==> src/rtl/uesc_pkg.sv <==
// Package: register map, field positions and types for endpoint status and control
package uesc_pkg;
	// Register offsets (endpoint n adds n*4)
	localparam logic [11:0] UESC_STATUS_OFS = 12'h130;
	localparam logic [11:0] UESC_STATUS_CLEAR_OFS = 12'h160;
	localparam logic [11:0] UESC_STATUS_SET_OFS = 12'h190;
	localparam logic [11:0] UESC_CONTROL_OFS = 12'h1C0;
	localparam logic [11:0] UESC_CONTROL_SET_OFS = 12'h1F0;
	localparam logic [11:0] UESC_CONTROL_CLEAR_OFS = 12'h220;
	localparam logic [11:0] UESC_CONFIG_OFS = 12'h100;
	localparam logic [11:0] UESC_WINDOW_SPAN = 12'h020;
	localparam logic [11:0] UESC_CMD_OFS = 12'h000;
	localparam logic [11:0] UESC_ANSWER_OFS = 12'h004;
	localparam int UESC_NUM_EP = 8;
	// Status bit positions
	localparam int ST_IN_READY = 0;
	localparam int ST_OUT_RECEIVED = 1;
	localparam int ST_SETUP_ERRF = 2;
	localparam int ST_NAK_OUT = 3;
	localparam int ST_NAK_IN = 4;
	localparam int ST_STALL_CRC = 6;
	localparam int ST_RAM_ERR = 11;
	localparam int ST_BUSY_LO = 12;
	localparam int ST_CURRBK = 14;
	localparam int ST_DTSEQ = 8;
	// Control bit positions
	localparam int CT_IN_READY_EN = 0;
	localparam int CT_OUT_RECEIVED_EN = 1;
	localparam int CT_SETUP_EN = 2;
	localparam int CT_NAK_OUT_EN = 3;
	localparam int CT_NAK_IN_EN = 4;
	localparam int CT_STALL_EN = 6;
	localparam int CT_SILENT = 8;
	localparam int CT_RAM_ERR_EN = 11;
	localparam int CT_BUSY_EN = 12;
	localparam int CT_DISCARD = 13;
	localparam int CT_HANDOFF = 14;
	localparam int CT_TOGGLE_RESET = 18;
	localparam int CT_STALL_REQ = 19;
	localparam int CT_BANK0_HOLD = 24;
	localparam int CT_BANK1_HOLD = 25;
	localparam logic [31:0] UESC_STATUS_SW_MASK = 32'h0000_085F;
	localparam logic [31:0] UESC_CONTROL_SW_MASK = 32'h030C_795F;
	localparam logic [31:0] UESC_RESET_VALUE = 32'h0000_0000;
	// Endpoint types
	localparam logic [1:0] EPT_CONTROL = 2'h0;
	localparam logic [1:0] EPT_ISO = 2'h1;
	// Token kinds seen on the link
	typedef enum logic [1:0] {UESC_TOK_SETUP, UESC_TOK_IN, UESC_TOK_OUT, UESC_TOK_NONE} uesc_tok_t;
	// Device answers
	typedef enum logic [2:0] {UESC_ANS_NONE, UESC_ANS_ACK, UESC_ANS_NAK, UESC_ANS_STALL,
		UESC_ANS_DATA0, UESC_ANS_DATA1} uesc_ans_t;
endpackage

==> src/rtl/uesc_link_if.sv <==
// Interface: token link between host end and endpoint end
`timescale 1ns/1ps
`default_nettype none
interface uesc_link_if;
	import uesc_pkg::*;
	logic tok_valid; // One-cycle token strobe
	uesc_tok_t tok_kind;
	logic [2:0] tok_ep;
	logic tok_crc_bad; // OUT data arrived with bad CRC
	logic ans_valid; // One-cycle answer strobe
	uesc_ans_t ans_kind;
	modport host_mp (output tok_valid, output tok_kind, output tok_ep, output tok_crc_bad,
		input ans_valid, input ans_kind);
	modport dev_mp (input tok_valid, input tok_kind, input tok_ep, input tok_crc_bad,
		output ans_valid, output ans_kind);
endinterface
`default_nettype wire

==> src/rtl/uesc_ep_regs.sv <==
// Module: one endpoint's status and control flags
`timescale 1ns/1ps
`default_nettype none
module uesc_ep_regs (
	// Clock and reset
	input wire logic clk_sys_i,
	input wire logic rst_i,
	// Configuration
	input wire logic [1:0] ep_type_i,
	input wire logic ep_dir_in_i,
	input wire logic dbl_bank_i,
	// Software writes (decoded, one-cycle)
	input wire logic [31:0] st_clr_i,
	input wire logic [31:0] st_set_i,
	input wire logic [31:0] ct_clr_i,
	input wire logic [31:0] ct_set_i,
	// Link events for this endpoint
	input wire logic ev_setup_i,
	input wire logic ev_in_i,
	input wire logic ev_out_i,
	input wire logic ev_crc_bad_i,
	// Answer and state
	output uesc_pkg::uesc_ans_t answer_o,
	output logic [31:0] status_o,
	output logic [31:0] control_o,
	output logic irq_o
);
	import uesc_pkg::*;

	// ----------------------------------------
	// State
	// ----------------------------------------
	typedef struct packed {
		logic [31:0] st;
		logic [31:0] ct;
		logic [1:0] busy;
		logic curr;
		logic toggle;
	} uesc_ep_state_t;
	uesc_ep_state_t cur_ff, nxt_cur;
	logic is_ctrl, is_iso, nbanks_full;

	assign is_ctrl = (ep_type_i == EPT_CONTROL);
	assign is_iso = (ep_type_i == EPT_ISO);
	assign nbanks_full = dbl_bank_i ? (cur_ff.busy == 2'h2) : (cur_ff.busy == 2'h1);

	// Answer to the current token, combinational from state
	always_comb begin
		answer_o = UESC_ANS_NONE;
		if (ev_setup_i) begin
			answer_o = UESC_ANS_ACK;
		end else if (ev_in_i || ev_out_i) begin
			if (cur_ff.ct[CT_SILENT]) begin
				answer_o = UESC_ANS_NONE;
			end else if (cur_ff.ct[CT_STALL_REQ]) begin
				answer_o = UESC_ANS_STALL;
			end else if (cur_ff.ct[CT_BANK0_HOLD + 32'(cur_ff.curr)]) begin
				answer_o = UESC_ANS_NAK;
			end else if (ev_in_i) begin
				answer_o = (cur_ff.busy == 2'h0) ? UESC_ANS_NAK
					: (cur_ff.toggle ? UESC_ANS_DATA1 : UESC_ANS_DATA0);
			end else begin
				answer_o = nbanks_full ? UESC_ANS_NAK : UESC_ANS_ACK;
			end
		end
	end

	// Next-state logic
	always_comb begin
		logic sent, got, kill_done;
		sent = (answer_o == UESC_ANS_DATA0) || (answer_o == UESC_ANS_DATA1);
		got = ev_out_i && (answer_o == UESC_ANS_ACK);
		kill_done = 1'b0;
		nxt_cur = cur_ff;
		// Software clears first so hardware sets below win
		nxt_cur.st = (cur_ff.st & ~(st_clr_i & UESC_STATUS_SW_MASK))
			| (st_set_i & UESC_STATUS_SW_MASK);
		nxt_cur.ct = (cur_ff.ct & ~(ct_clr_i & UESC_CONTROL_SW_MASK))
			| (ct_set_i & UESC_CONTROL_SW_MASK);
		nxt_cur.ct[CT_TOGGLE_RESET] = 1'b0;
		nxt_cur.ct[CT_DISCARD] = cur_ff.ct[CT_DISCARD] | ct_set_i[CT_DISCARD];
		if (ct_set_i[CT_TOGGLE_RESET]) begin
			nxt_cur.toggle = 1'b0;
		end
		if (ev_setup_i) begin
			nxt_cur.ct[CT_STALL_REQ] = 1'b0;
			nxt_cur.ct[CT_SILENT] = 1'b0;
			nxt_cur.toggle = 1'b1;
			if (is_ctrl) nxt_cur.st[ST_SETUP_ERRF] = 1'b1;
		end
		if (answer_o == UESC_ANS_STALL) nxt_cur.st[ST_STALL_CRC] = 1'b1;
		if (answer_o == UESC_ANS_NAK && ev_in_i) nxt_cur.st[ST_NAK_IN] = 1'b1;
		if (answer_o == UESC_ANS_NAK && ev_out_i) nxt_cur.st[ST_NAK_OUT] = 1'b1;
		if (is_ctrl) begin
			// Control: flags drive bank handoff, no handoff bit
			// A free control bank offers itself for the next IN packet
			if (cur_ff.busy == 2'h0 && !cur_ff.st[ST_IN_READY]) nxt_cur.st[ST_IN_READY] = 1'b1;
			if (st_clr_i[ST_OUT_RECEIVED] && cur_ff.st[ST_OUT_RECEIVED]) nxt_cur.busy = 2'h0;
			if (st_clr_i[ST_IN_READY] && cur_ff.st[ST_IN_READY]) nxt_cur.busy = 2'h1;
			if (got) begin
				nxt_cur.busy = 2'h1;
				nxt_cur.st[ST_OUT_RECEIVED] = 1'b1;
				nxt_cur.toggle = ~cur_ff.toggle;
			end
			if (sent) begin
				nxt_cur.busy = 2'h0;
				nxt_cur.st[ST_IN_READY] = 1'b1;
				nxt_cur.toggle = ~cur_ff.toggle;
			end
			nxt_cur.ct[CT_HANDOFF] = 1'b0;
		end else begin
			nxt_cur.st[ST_OUT_RECEIVED] = nxt_cur.st[ST_OUT_RECEIVED] & ~ep_dir_in_i;
			nxt_cur.st[ST_IN_READY] = nxt_cur.st[ST_IN_READY] & ep_dir_in_i;
			if (ev_crc_bad_i && is_iso && ev_out_i) nxt_cur.st[ST_STALL_CRC] = 1'b1;
			if (ct_clr_i[CT_HANDOFF] && cur_ff.ct[CT_HANDOFF]) begin
				if (ep_dir_in_i) nxt_cur.busy = cur_ff.busy + 2'h1;
				else nxt_cur.busy = cur_ff.busy - 2'h1;
				nxt_cur.curr = dbl_bank_i ? ~cur_ff.curr : 1'b0;
			end
			if (ep_dir_in_i && cur_ff.ct[CT_DISCARD] && cur_ff.busy != 2'h0) begin
				// Two ready banks: first is sent, last written is killed
				kill_done = !sent || cur_ff.busy == 2'h2;
				nxt_cur.busy = nxt_cur.busy - 2'h1;
				if (sent && cur_ff.busy == 2'h2) nxt_cur.busy = nxt_cur.busy - 2'h1;
				nxt_cur.ct[CT_DISCARD] = 1'b0;
				nxt_cur.st[ST_IN_READY] = 1'b1;
				nxt_cur.ct[CT_HANDOFF] = 1'b1;
			end else if (ep_dir_in_i && cur_ff.ct[CT_DISCARD]) begin
				nxt_cur.ct[CT_DISCARD] = 1'b0;
			end else if (sent) begin
				nxt_cur.busy = nxt_cur.busy - 2'h1;
				nxt_cur.toggle = ~cur_ff.toggle;
				nxt_cur.st[ST_IN_READY] = 1'b1;
				nxt_cur.ct[CT_HANDOFF] = 1'b1;
			end
			if (got) begin
				nxt_cur.busy = nxt_cur.busy + 2'h1;
				nxt_cur.toggle = ~cur_ff.toggle;
				nxt_cur.st[ST_OUT_RECEIVED] = 1'b1;
				nxt_cur.ct[CT_HANDOFF] = 1'b1;
			end
			if (kill_done && nxt_cur.busy == 2'h0) nxt_cur.st[ST_IN_READY] = 1'b1;
			// An IN endpoint whose current bank is free hands it to software
			if (ep_dir_in_i && !cur_ff.ct[CT_HANDOFF] && !nbanks_full) begin
				nxt_cur.st[ST_IN_READY] = 1'b1;
				nxt_cur.ct[CT_HANDOFF] = 1'b1;
			end
		end
		if (ct_set_i[CT_TOGGLE_RESET]) nxt_cur.toggle = 1'b0;
	end

	// Register the state
	always_ff @(posedge clk_sys_i or posedge rst_i) begin
		if (rst_i) begin
			cur_ff <= '0;
		end else begin
			cur_ff <= nxt_cur;
		end
	end

	// Visible status and control words
	always_comb begin
		status_o = cur_ff.st;
		status_o[ST_BUSY_LO + 1 -: 2] = cur_ff.busy;
		status_o[ST_DTSEQ] = cur_ff.toggle;
		status_o[ST_CURRBK] = is_ctrl ? 1'b0 : cur_ff.curr;
		control_o = cur_ff.ct;
		irq_o = |(cur_ff.st[6:0] & cur_ff.ct[6:0])
			| (cur_ff.st[ST_RAM_ERR] & cur_ff.ct[CT_RAM_ERR_EN]);
	end
endmodule // uesc_ep_regs
`default_nettype wire

==> src/rtl/uesc_device.sv <==
// Module: device end, eight endpoints with register port
`timescale 1ns/1ps
`default_nettype none
// How it works
// - Control OUT flag clear releases bank
// - Software clears OUT flag before handoff
// - Control OUT packet sets flag, interrupt
// - Data OUT full bank sets flag, handoff
// - Control IN flag clear sends packet
// - Software clears IN flag before handoff
// - Control free bank sets IN flag
// - Data IN free bank sets flag, handoff
// - Status clear writes clear ones only
// - Status set writes set ones only
// - Held bank answers NAK except SETUP
// - Stall request; cleared by SETUP or clear
// - Toggle reset forces DATA0, reads zero
// - Control endpoints: handoff reads zero
// - IN handoff clear commits, next bank
// - OUT handoff clear frees, next bank
// - Discard bit self-clears when done
// - Discard completion decrements count
// - Two ready: send first, kill last
// - Silent mode ignores all but SETUP
// - Enables via set and clear registers
// - Busy count tracks filled banks
module uesc_device (
	// Clock and reset
	input wire logic clk_sys_i,
	input wire logic rst_i,
	// Register port
	input wire logic [11:0] reg_addr_i,
	input wire logic [31:0] reg_wdata_i,
	input wire logic reg_wr_i,
	input wire logic reg_rd_i,
	output logic [31:0] reg_rdata_o,
	// Endpoint interrupts
	output logic [7:0] ep_irq_o,
	// Link
	uesc_link_if.dev_mp link
);
	import uesc_pkg::*;

	// ----------------------------------------
	// State
	// ----------------------------------------
	typedef struct packed {
		logic [7:0][31:0] cfg;
		logic [31:0] rdata;
		logic [7:0] irq;
		logic ans_valid;
		uesc_ans_t ans_kind;
	} uesc_dev_state_t;
	uesc_dev_state_t cur_ff, nxt_cur;
	logic [7:0][31:0] st_clr, st_set, ct_clr, ct_set, status, control;
	uesc_ans_t [7:0] answer;
	logic [7:0] irq;

	// Address falls on a word inside a register block
	function automatic logic hit(input logic [11:0] a, input logic [11:0] base);
		return (a >= base) && (a < base + UESC_WINDOW_SPAN) && (a[1:0] == 2'h0);
	endfunction

	// Endpoint slot counted from the block start; several blocks do not start on a 32-byte line
	function automatic logic [2:0] slot(input logic [11:0] a, input logic [11:0] base);
		logic [11:0] ofs;
		ofs = a - base;
		return ofs[4:2];
	endfunction

	// Address names endpoint n inside the block at base
	function automatic logic hit_ep(input logic [11:0] a, input logic [11:0] base,
		input logic [2:0] n);
		return hit(a, base) && (slot(a, base) == n);
	endfunction

	// One register block per endpoint
	for (genvar n = 0; n < UESC_NUM_EP; n++) begin : g_ep
		logic tok;
		assign tok = link.tok_valid && (link.tok_ep == 3'(n));
		assign st_clr[n] = (reg_wr_i && hit_ep(reg_addr_i, UESC_STATUS_CLEAR_OFS, 3'(n)))
			? reg_wdata_i : '0;
		assign st_set[n] = (reg_wr_i && hit_ep(reg_addr_i, UESC_STATUS_SET_OFS, 3'(n)))
			? reg_wdata_i : '0;
		assign ct_clr[n] = (reg_wr_i && hit_ep(reg_addr_i, UESC_CONTROL_CLEAR_OFS, 3'(n)))
			? reg_wdata_i : '0;
		assign ct_set[n] = (reg_wr_i && hit_ep(reg_addr_i, UESC_CONTROL_SET_OFS, 3'(n)))
			? reg_wdata_i : '0;
		uesc_ep_regs u_ep (
			.clk_sys_i(clk_sys_i),
			.rst_i(rst_i),
			.ep_type_i(cur_ff.cfg[n][12:11]),
			.ep_dir_in_i(cur_ff.cfg[n][8] && (cur_ff.cfg[n][12:11] != EPT_CONTROL)),
			.dbl_bank_i(cur_ff.cfg[n][2] && (cur_ff.cfg[n][12:11] != EPT_CONTROL)),
			.st_clr_i(st_clr[n]),
			.st_set_i(st_set[n]),
			.ct_clr_i(ct_clr[n]),
			.ct_set_i(ct_set[n]),
			.ev_setup_i(tok && link.tok_kind == UESC_TOK_SETUP),
			.ev_in_i(tok && link.tok_kind == UESC_TOK_IN),
			.ev_out_i(tok && link.tok_kind == UESC_TOK_OUT),
			.ev_crc_bad_i(link.tok_crc_bad),
			.answer_o(answer[n]),
			.status_o(status[n]),
			.control_o(control[n]),
			.irq_o(irq[n])
		);
	end

	// Register reads, configuration writes and link answer
	always_comb begin
		logic [2:0] idx_cfg, idx_st, idx_ct;
		idx_cfg = slot(reg_addr_i, UESC_CONFIG_OFS);
		idx_st = slot(reg_addr_i, UESC_STATUS_OFS);
		idx_ct = slot(reg_addr_i, UESC_CONTROL_OFS);
		nxt_cur = cur_ff;
		nxt_cur.rdata = '0;
		nxt_cur.irq = irq;
		nxt_cur.ans_valid = link.tok_valid && (answer[link.tok_ep] != UESC_ANS_NONE);
		nxt_cur.ans_kind = answer[link.tok_ep];
		if (reg_wr_i && hit(reg_addr_i, UESC_CONFIG_OFS)) begin
			nxt_cur.cfg[idx_cfg] = reg_wdata_i & 32'h0000_1904;
		end
		if (reg_rd_i) begin
			if (hit(reg_addr_i, UESC_CONFIG_OFS)) nxt_cur.rdata = cur_ff.cfg[idx_cfg];
			else if (hit(reg_addr_i, UESC_STATUS_OFS)) nxt_cur.rdata = status[idx_st];
			else if (hit(reg_addr_i, UESC_CONTROL_OFS)) nxt_cur.rdata = control[idx_ct];
		end
	end

	// Register the state
	always_ff @(posedge clk_sys_i or posedge rst_i) begin
		if (rst_i) begin
			cur_ff <= '0;
		end else begin
			cur_ff <= nxt_cur;
		end
	end

	assign reg_rdata_o = cur_ff.rdata;
	assign ep_irq_o = cur_ff.irq;
	assign link.ans_valid = cur_ff.ans_valid;
	assign link.ans_kind = cur_ff.ans_kind;
endmodule // uesc_device
`default_nettype wire

==> src/flat_wrapper.sv <==
// flat-port wrapper written by rule: the top's interface ports become plain ports
module uesc_device_flat import uesc_pkg::*;
  (clk_sys_i, rst_i, reg_addr_i, reg_wdata_i, reg_wr_i, reg_rd_i, reg_rdata_o, ep_irq_o, link_tok_valid, link_tok_kind, link_tok_ep, link_tok_crc_bad, link_ans_valid, link_ans_kind);
  uesc_link_if link_i ();
  input wire logic clk_sys_i;
  input wire logic rst_i;
  input wire logic [11:0] reg_addr_i;
  input wire logic [31:0] reg_wdata_i;
  input wire logic reg_wr_i;
  input wire logic reg_rd_i;
  output logic [31:0] reg_rdata_o;
  output logic [7:0] ep_irq_o;
  input wire logic [$bits(link_i.tok_valid)-1:0] link_tok_valid;
  input wire logic [$bits(link_i.tok_kind)-1:0] link_tok_kind;
  input wire logic [$bits(link_i.tok_ep)-1:0] link_tok_ep;
  input wire logic [$bits(link_i.tok_crc_bad)-1:0] link_tok_crc_bad;
  output wire logic [$bits(link_i.ans_valid)-1:0] link_ans_valid;
  output wire logic [$bits(link_i.ans_kind)-1:0] link_ans_kind;
  assign link_i.tok_valid = link_tok_valid;
  assign link_i.tok_kind = link_tok_kind;
  assign link_i.tok_ep = link_tok_ep;
  assign link_i.tok_crc_bad = link_tok_crc_bad;
  assign link_ans_valid = link_i.ans_valid;
  assign link_ans_kind = link_i.ans_kind;
  uesc_device u_core (.clk_sys_i(clk_sys_i), .rst_i(rst_i), .reg_addr_i(reg_addr_i), .reg_wdata_i(reg_wdata_i), .reg_wr_i(reg_wr_i), .reg_rd_i(reg_rd_i), .reg_rdata_o(reg_rdata_o), .ep_irq_o(ep_irq_o), .link(link_i));
endmodule
==> config.mk <==
export PLATFORM = sky130hd
export DESIGN_NAME = uesc_device_flat
export DESIGN_NICKNAME = d
export VERILOG_FILES = /design/src/rtl/uesc_pkg.sv /design/src/rtl/uesc_link_if.sv /design/src/rtl/uesc_ep_regs.sv /design/src/rtl/uesc_device.sv /design/src/flat_wrapper.sv
export SDC_FILE = /design/constraint.sdc
export NUM_CORES = 1
export LEC_CHECK = 0
export BUFFER_PORTS_ARGS = -buffer_cell sky130_fd_sc_hd__buf_2
export CAP_MARGIN = 20
export CORE_UTILIZATION = 50
export DETAILED_ROUTE_END_ITERATION = 6
export HOLD_SLACK_MARGIN = 0.15
export PLACE_DENSITY = 0.75
export SLEW_MARGIN = 25
export SYNTH_ARGS = -nofsm -noshare
export SYNTH_HDL_FRONTEND = slang
export SYNTH_SLANG_ARGS = --single-unit
==> constraint.sdc <==
create_clock -name clk_sys_i -period 8.9 [get_ports clk_sys_i]
set_input_delay 0.445 -clock clk_sys_i [delete_from_list [all_inputs] [get_ports clk_sys_i]]
set_output_delay 0.445 -clock clk_sys_i [all_outputs]
set_load 0.03 [all_outputs]
==> results of run 1 <==
-- worst paths after layout --
kind / start / endpoint
min reg2reg: u_core.g_ep[6].u_ep.control_o[12] / u_core.g_ep[6].u_ep.control_o[12]
min in group asynchronous: rst_i / u_core.g_ep[7].u_ep.control_o[1]
min: reg_rd_i / u_core.reg_rdata_o[2]
max reg2reg: u_core.g_ep[6].u_ep.status_o[12] / u_core.g_ep[6].u_ep.status_o[13]
max in group asynchronous: rst_i / u_core.g_ep[2].u_ep.control_o[2]
max: u_core.g_ep[6].u_ep.status_o[12] / u_core.g_ep[6].u_ep.status_o[13]
-- synthesized netlist by cell type, types with 7 or more instances --
cell / count
a222oi_1: 31
a22oi_1: 51
a22o_1: 103
a31oi_1: 27
or4_1: 12
o21ai_0: 57
inv_1: 50
clkbuf_1: 101
o31ai_1: 8
nand3_1: 65
o22a_1: 9
a21oi_1: 73
or2_2: 16
a211oi_1: 12
buf_1: 9
o221ai_1: 14
nand2b_1: 19
buf_4: 44
a221oi_1: 12
mux2_2: 57
nor3_1: 42
o22ai_1: 73
and2_1: 12
dfrtp_1: 258
nand4b_1: 10
ha_1: 24
nor4_1: 21
and3_1: 15
nor2_1: 164
xnor2_1: 43
nand4_1: 18
buf_2: 7
or3_1: 7
nor2b_1: 12
mux2i_1: 35
o211ai_1: 10
nand2_1: 262
-- state kept, by name, indices dropped and copies added, names as in the netlist --
| name | count |
|---|---|
| u_core.link.ans_valid | 1 |
| u_core.link.ans_kind | 3 |
| u_core.cur_ff | 32 |
| u_core.ep_irq_o | 8 |
| u_core.g_ep.u_ep.status_o | 80 |
| u_core.g_ep.u_ep.control_o | 112 |
| u_core.g_ep.u_ep.cur_ff | 8 |
| u_core.reg_rdata_o | 14 |
-- cells in the final DEF, fill, tap and decap left out, types with 14 or more instances in the layout --
cell type    n
a31oi_1     27
a22oi_1     51
inv_1       49
nand2b_1    19
buf_4       22
ha_1        24
nand4_1     18
dfrtp_1    258
o22ai_1     73
xnor2_1     43
a222oi_1    31
nor4_1      20
mux2i_1     35
a21oi_1     73
buf_2       63
o21ai_0     57
mux2_2      57
nor2_1     159
o221ai_1    14
and3_1      15
a22o_1     103
clkbuf_16   31
nand3_1     65
nand2_1    262
conb_1      18
or2_2       16
nor3_1      42
-- metal layers --
metal	track usage, %	vias to the layer above
met5	0	-
met3	11.15	286
met2	58.91	1238
met1	52.68	8016
li1	-	6913
met4	23.07	2
-- worst register-to-register path, delay by kind of cell, from the launching register on --
| family | cells | cell delay, ns |
|---|---|---|
| and+or+nand+nor | 3 | 1.25 |
| AOI/OAI and AO/OA | 3 | 1.11 |
| DFF | 1 | 0.56 |
| adders and majority gates | 1 | 0.31 |
| buffers and inverters | 1 | 0.12 |
| muxes | 1 | 0.08 |
-- where the power goes --
group	switching, mW	total, mW	internal, mW
registers	0.124	1.36	1.23
logic	0.352	0.559	0.207
clock network	0.535	1.30	0.767
total	1.01	3.22	2.21
-- area by class of cell --
cell class	instances	area share, %
multi-input cells	1427	51.26
flip-flops and latches	258	35.99
clock buffers	40	4.791
well taps	442	3.083
repair buffers	86	2.734
inverters	50	1.116
clock inverters	15	0.9904
diodes	3	0.04185
-- metrics by stage --
step	cells	worst slack [ns]
2_1_floorplan	1898	1.357
3_3_place_gp	2262	5.262
3_5_place_dp	2262	5.211
4_1_cts	2318	5.572
5_1_grt	2321	5.153
6_report	2321	5.371
-- cells by family after synthesis --
logic type | count (synthesis)
buffers and inverters | 213
AOI/OAI and AO/OA | 531
DFF | 258
and+or+nand+nor | 710
muxes | 96
xor gates and xnor gates | 48
other | 1
adders and majority gates | 24
==> qor.txt, run 1 <==
Outcome -> finished with violations
Failing checks -> DRC
Hold Vio Cnt, Final -> 0
Crit Path Max Fanout -> 7
# fillers -> 3032
Reg2Reg Setup Slack -> 5.37 ns
Post-DRT Antenna Nets -> 0
Global placement routability congestion -> 1.093
Commonest register cell after synthesis -> dfrtp_1
Worst Reg-to-Reg Cells -> 9
Die width -> 183.9 µm
Pwr dens -> 179.3 mW/mm²
Kind of capture point of the worst setup path -> flip-flop
Clock Latency Late Sink -> 0.58 ns
Area leader, netlist -> dfrtp_1
Clock-pin transition on the worst setup and hold timing paths -> 0.06 ns
Vias per cell -> 7.090
# port buffers -> 63
Post-Route M1 WL -> 25980 µm
Slew HR -> 25.26%
Fmax -> 0.2833 GHz
FF+latch area -> 0.006456 mm²
Final instance area -> 0.01794 mm²
# nets final -> 1933
Maximum VDD drop -> 0.1519 mV
Hold_buf cts -> 1
Global-route wire length before repair -> 99460 µm
Post-synthesis mux area share -> 6.539%
Cell family with most CP delay -> simple AND/OR/NAND/NOR gates
Worst Skew -> 0.02492 ns
Netlist Area Pre-Place -> 0.01655 mm²
Library cells used by synthesis -> 77
CTS Buf Count -> 31
RSZ-0062 raised after global routing -> no
Setup_tns -> 0 ns
GRT overflow -> 0
Simple-gate area share of the yosys netlist -> 20.83%
Synth Area in Adders -> 1.814%
Syn Inst Count -> 1881
Routed WL -> 67990 µm
Async SR Flop Fraction -> 100.0%
Worst Tran Pin Value -> 1.112 ns
Starting Density -> 50.87%
Period Utilization, post-route -> 39.66%
Compound-Gate Fraction of Synth Area -> 23.31%
CP required -> 9.36 ns
Post-DR wirelength/cell -> 29.29 µm
Arr. time, crit path -> 3.99 ns
Mapped Avg Cell Area -> 8.799 µm²
Vias in the first global route -> 15.27k
Crit path time final -> 3.529 ns
Total power -> 3.217 mW
Multi-input gate area -> 0.009195 mm²
# IOs -> 99
Top Layer Used -> met5
TritonRoute pass-1 iters -> 7
CP peak stage delay -> 0.79 ns
Synth area leaders -> dfrtp_1 39%, nand2_1 5.9%, a22o_1 5.5%
Yosys reg bits -> 258
WS Path Type -> reg -> reg
Via count -> 16.46k
Layout cells sized above 1 -> 12.79%
Hold slack -> 0.2450 ns
Crit path launch type -> flip-flop
Leak pwr -> 7.697 nW
DP Area -> 0.01688 mm²
Synth Area in XOR/XNOR -> 2.540%
# rows -> 66
Initial antenna violation count -> 6
Clock sink count -> 258
CORE AREA -> 0.03254 mm²
Largest family of logic cells by synthesized area -> compound AO/OA/AOI/OAI gates
Worst hold path class -> in -> reg
Die Ht -> 183.9 µm
CTS tree -> yes
Syn-to-layout area delta -> 8.391%
Starting DRT DRC Count -> 2521
Clock Root Buffer -> clkbuf_16
Register area share after synthesis -> 39.01%
CP max-delay cell -> o31ai_1
Stages on worst setup path -> 9
Number of synthesized flops with an enable pin -> 0
Post-synth top area share -> 39.01%
H-tree depth -> 1
Largest net degree at the start of global routing -> 138
Postcts setup bufs -> 0
Cells along the critical path -> inv_1 > ha_1 > nor3_1 > a21oi_1 > o31ai_1 > nand3_1 > nor2_1 > mux2i_1 > o21ai_0
Clk buf depth -> 3
Number of max-cap violations -> 0
Post-CTS Resized -> 0
Die ar. -> 0.03383 mm²
Met3 wirelength from detailed routing -> 8728 µm
Detailed placement HPWL -> 48850 µm
Hold-critical path depth -> 2
Gr usage total -> 40.02%
Final Core Density -> 55.14%
Crit path buf inv count -> 1
Slew Limit Fails -> 0
Setup violators final -> 0
Yosys warning total -> 0
Metal2 WL -> 28650 µm
DRC -> 25
Note: power is estimated with default switching activity, not from simulation.
==> run 2, diff against run 1 <==
--- a/config.mk
+++ b/config.mk
@@ -5,12 +5,13 @@
 export SDC_FILE = /design/constraint.sdc
 export NUM_CORES = 1
 export LEC_CHECK = 0
+export ABC_AREA = 1
 export BUFFER_PORTS_ARGS = -buffer_cell sky130_fd_sc_hd__buf_2
 export CAP_MARGIN = 20
 export CORE_UTILIZATION = 50
 export DETAILED_ROUTE_END_ITERATION = 6
 export HOLD_SLACK_MARGIN = 0.15
-export PLACE_DENSITY = 0.75
+export PLACE_DENSITY = 0.77
 export SLEW_MARGIN = 25
 export SYNTH_ARGS = -nofsm -noshare
 export SYNTH_HDL_FRONTEND = slang
==> constraint.sdc (replaced) <==
create_clock -name clk_sys_i -period 3.01 [get_ports clk_sys_i]
set_input_delay 0.1505 -clock clk_sys_i [delete_from_list [all_inputs] [get_ports clk_sys_i]]
set_output_delay 0.1505 -clock clk_sys_i [all_outputs]
set_load 0.03 [all_outputs]
==> qor.txt, run 2 <==
Crit Path Max Fanout -> 4 (was 7)
Synth cell count leaders -> 524 x nand2_1, 338 x o21ai_0, 269 x inv_1 (was 262 x nand2_1, 258 x dfrtp_1, 164 x nor2_1)
Routed WL -> 75480 µm (was 67990 µm)
Seq pwr share -> 41.3% (was 42.2%)
Post-CTS Resized -> 0 (unchanged)
RR Startpoint -> u_core.g_ep[2].u_ep.status_o[12] (was u_core.g_ep[6].u_ep.status_o[12])
Arr. time, crit path -> 3.27 ns (was 3.99 ns)
Switching Fraction -> 31.67% (was 31.42%)
Period Utilization, post-route -> 92.72% (was 39.66%)
Initial antenna violation count -> 8 (was 6)
Netlist Area Pre-Place -> 0.01645 mm² (was 0.01655 mm²)
Crit path buf inv count -> 1 (unchanged)
Crit path time final -> 2.791 ns (was 3.529 ns)
Die Ht -> 183.4 µm (was 183.9 µm)
CP peak stage delay -> 0.63 ns (was 0.79 ns)
H-tree depth -> 1 (unchanged)
Die width -> 183.4 µm (was 183.9 µm)
Clock Root Buffer -> clkbuf_16 (unchanged)
Worst path most repeated cell -> nand2_1
Highest-count cells in the layout ignoring fill and taps -> 524 x nand2_1, 338 x o21ai_0, 265 x inv_1 (was 262 x nand2_1, 258 x dfrtp_1, 159 x nor2_1)
Syn Inst Count -> 2273 (was 1881)
Crit path launch type -> flip-flop (unchanged)
GRT overflow -> 0 (unchanged)
Reg2Reg Setup Slack -> 0.22 ns (was 5.37 ns)
Postcts setup bufs -> 0 (unchanged)
Hold_buf cts -> 14 (was 1)
TritonRoute pass-1 iters -> 6 (was 7)
DRC -> 0 (was 25)
Clk pwr share -> 42.7% (was 40.5%)
Net Sw Power -> 3.121 mW (was 1.011 mW)
Outcome -> finished, final reports clean (was finished with violations)
Post-synth top area share -> 39.25% (was 39.01%)
CTS Buf Count -> 31 (unchanged)
Max reg flops -> 112 (unchanged)
Starting Density -> 50.69% (was 50.87%)
Power Internal -> 6.733 mW (was 2.206 mW)
Vias in the first global route -> 16.65k (was 15.27k)
Worst Skew -> 0.01386 ns (was 0.02492 ns)
Stages on worst setup path -> 13 (was 9)
# rows -> 66 (unchanged)
Largest net degree at the start of global routing -> 162 (was 138)
Number of synthesized flops with an enable pin -> 0 (unchanged)
Crit. Startpoint -> u_core.g_ep[2].u_ep.status_o[12] (was u_core.g_ep[6].u_ep.status_o[12])
Clock Latency Late Sink -> 0.60 ns (was 0.58 ns)
Vias per cell -> 6.353 (was 7.090)
CP max-delay cell -> nor3_1 (was o31ai_1)
Leak pwr -> 9.076 nW (was 7.697 nW)
Maximum VDD drop -> 0.6432 mV (was 0.1519 mV)
Clock sink count -> 258 (unchanged)
Slew HR -> 27.13% (was 25.26%)
CP required -> 3.49 ns (was 9.36 ns)
Yosys warning total -> 0 (unchanged)
Fmax -> 0.3583 GHz (was 0.2833 GHz)
# IOs -> 99 (unchanged)
Via count -> 17.83k (was 16.46k)
Global-route wire length before repair -> 108700 µm (was 99460 µm)
Final Core Density -> 56.99% (was 55.14%)
Setup violators final -> 0 (unchanged)
Worst Tran Pin Value -> 1.086 ns (was 1.112 ns)
CTS tree -> yes (unchanged)
Yosys reg bits -> 258 (unchanged)
Setup_tns -> 0 ns (unchanged)
Async SR Flop Fraction -> 100.0% (unchanged)
Non-Filler Instances -> 2807 (was 2321)
Commonest non-fill, non-tap cell in the layout -> nand2_1 (unchanged)
Library cells used by synthesis -> 58 (was 77)
Synth area leaders -> dfrtp_1 39%, nand2_1 12%, o21ai_0 10% (was dfrtp_1 39%, nand2_1 5.9%, a22o_1 5.5%)
Slew Limit Fails -> 0 (unchanged)
Pwr dens -> 532.8 mW/mm² (was 179.3 mW/mm²)
Hold-critical path depth -> 4 (was 2)
Hold slack -> 0.1626 ns (was 0.2450 ns)
# nets final -> 2416 (was 1933)
Layout cells sized above 1 -> 11.13% (was 12.79%)
Worst slack at placement -> 0.3723 ns (was 5.211 ns)
Global placement routability congestion -> 1.085 (was 1.093)
RSZ-0062 raised after global routing -> no (unchanged)
Worst Reg-to-Reg Cells -> 13 (was 9)
Crit path capture -> u_core.link.ans_valid (was u_core.g_ep[6].u_ep.status_o[13])
Cell family with most CP delay -> simple AND/OR/NAND/NOR gates (unchanged)
Gr usage total -> 44.83% (was 40.02%)
Hold Vio Cnt, Final -> 0 (unchanged)
CORE AREA -> 0.03245 mm² (was 0.03254 mm²)
Starting DRT DRC Count -> 2127 (was 2521)
Syn-to-layout area delta -> 12.44% (was 8.391%)
Clk buf depth -> 3 (unchanged)
Commonest register cell after synthesis -> dfrtp_1 (unchanged)
# port buffers -> 63 (unchanged)
Combinational power share -> 16.0% (was 17.4%)
Post-DRT Antenna Nets -> 0 (unchanged)
Area leader, netlist -> dfrtp_1 (unchanged)
RR Endpoint -> u_core.link.ans_valid (was u_core.g_ep[6].u_ep.status_o[13])
Most common cell in the netlist -> nand2_1 (unchanged)
Detailed placement HPWL -> 56700 µm (was 48850 µm)
Die ar. -> 0.03363 mm² (was 0.03383 mm²)
Post-DR wirelength/cell -> 26.89 µm (was 29.29 µm)
Worst hold path class -> in -> reg (unchanged)
Number of max-cap violations -> 0 (unchanged)
Mapped Avg Cell Area -> 7.237 µm² (was 8.799 µm²)
Post-Place Cells -> 2732 (was 2262)
Register area share after synthesis -> 39.25% (was 39.01%)
Cells along the critical path -> inv_1 > ha_1 > nand3_1 > nand3_1 > nand2_1 > nand2_1 > nand2_1 > nand2_1 > nand2_1 > nor3_1 > nand3_1 > nor2_1 > nand2_1 (was inv_1 > ha_1 > nor3_1 > a21oi_1 > o31ai_1 > nand3_1 > nor2_1 > mux2i_1 > o21ai_0)
Kind of capture point of the worst setup path -> flip-flop (unchanged)
Clock-pin transition on the worst setup and hold timing paths -> 0.06 ns (about the same)
Setup slack after layout -> 0.2192 ns (was 5.371 ns)
WS Path Type -> reg -> reg (unchanged)
[run 2: cells by family after synthesis]
logic type / count (synthesis) / share of synthesized area [%]
adder cells (fa/ha/maj): 24 / 1.825
flip-flops: 258 / 39.25
XOR/XNOR: 8 / 0.4259
buffers and inverters: 410 / 10.49
AND/OR/NAND/NOR: 938 / 25.73
multiplexers: 1 / 0.06085
AO/OA/AOI/OAI: 633 / 22.20
other: 1 / 0.02280
[run 2: per-layer routing]
metal	GRT usage (%)	up-vias	wire (µm)
met5	0	-	69
met4	28.27	10	5417
met3	14.32	307	9704
met2	66.26	1261	31730
met1	56.63	8453	28560
li1	-	7802	-
[run 2: worst min path at each step]
stage	endpoint	startpoint	slack (ns)
2_1_floorplan	u_core.g_ep[2].u_ep.status_o[8]	reg_wdata_i[18]	0.26
3_3_place_gp	u_core.g_ep[7].u_ep.control_o[1]	rst_i	0.36
3_5_place_dp	u_core.g_ep[7].u_ep.control_o[1]	rst_i	0.37
4_1_cts	u_core.g_ep[2].u_ep.status_o[4]	link_tok_kind[0]	0.16
5_1_grt	u_core.g_ep[1].u_ep.status_o[11]	reg_wdata_i[11]	0.18
6_report	u_core.g_ep[6].u_ep.control_o[11]	reg_wdata_i[11]	0.16
[run 2: power groups by stage]
stage | registers, mW | clock network, mW | logic [mW]
global route | 4.06 | 4.33 | 1.71
detailed placement | 4.09 | 0 | 1.51
finish | 4.07 | 4.21 | 1.57
floorplan | 3.90 | 0 | 1.09
global placement | 4.08 | 0 | 1.47
CTS | 4.03 | 4.20 | 1.53
[run 2: stage by stage]
stage | total power [mW] | cell area, µm²
after detailed placement | 5.595 | 17220
final | 9.854 | 18500
after global placement | 5.552 | 17220
after CTS | 9.754 | 18490
after global routing | 10.11 | 18490
after floorplan | 4.990 | 16520
[run 2: worst register-to-register path, delay by kind of cell, from the launching register on]
family                     cells  cell delay [ns]
and+or+nand+nor               11             1.76
DFF                            1             0.42
buffers and inverters          1             0.25
adders and majority gates      1             0.24
[run 2: cell type report]
class | instances | area, µm²
well taps | 442 | 553.0
clock inverters | 14 | 242.7
clock buffers | 44 | 884.6
repair buffers | 135 | 928.4
fillers | 3145 | 13960
multi-input cells | 1622 | 8333
inverters | 289 | 1091
flip-flops and latches | 258 | 6456
diodes | 3 | 7.507
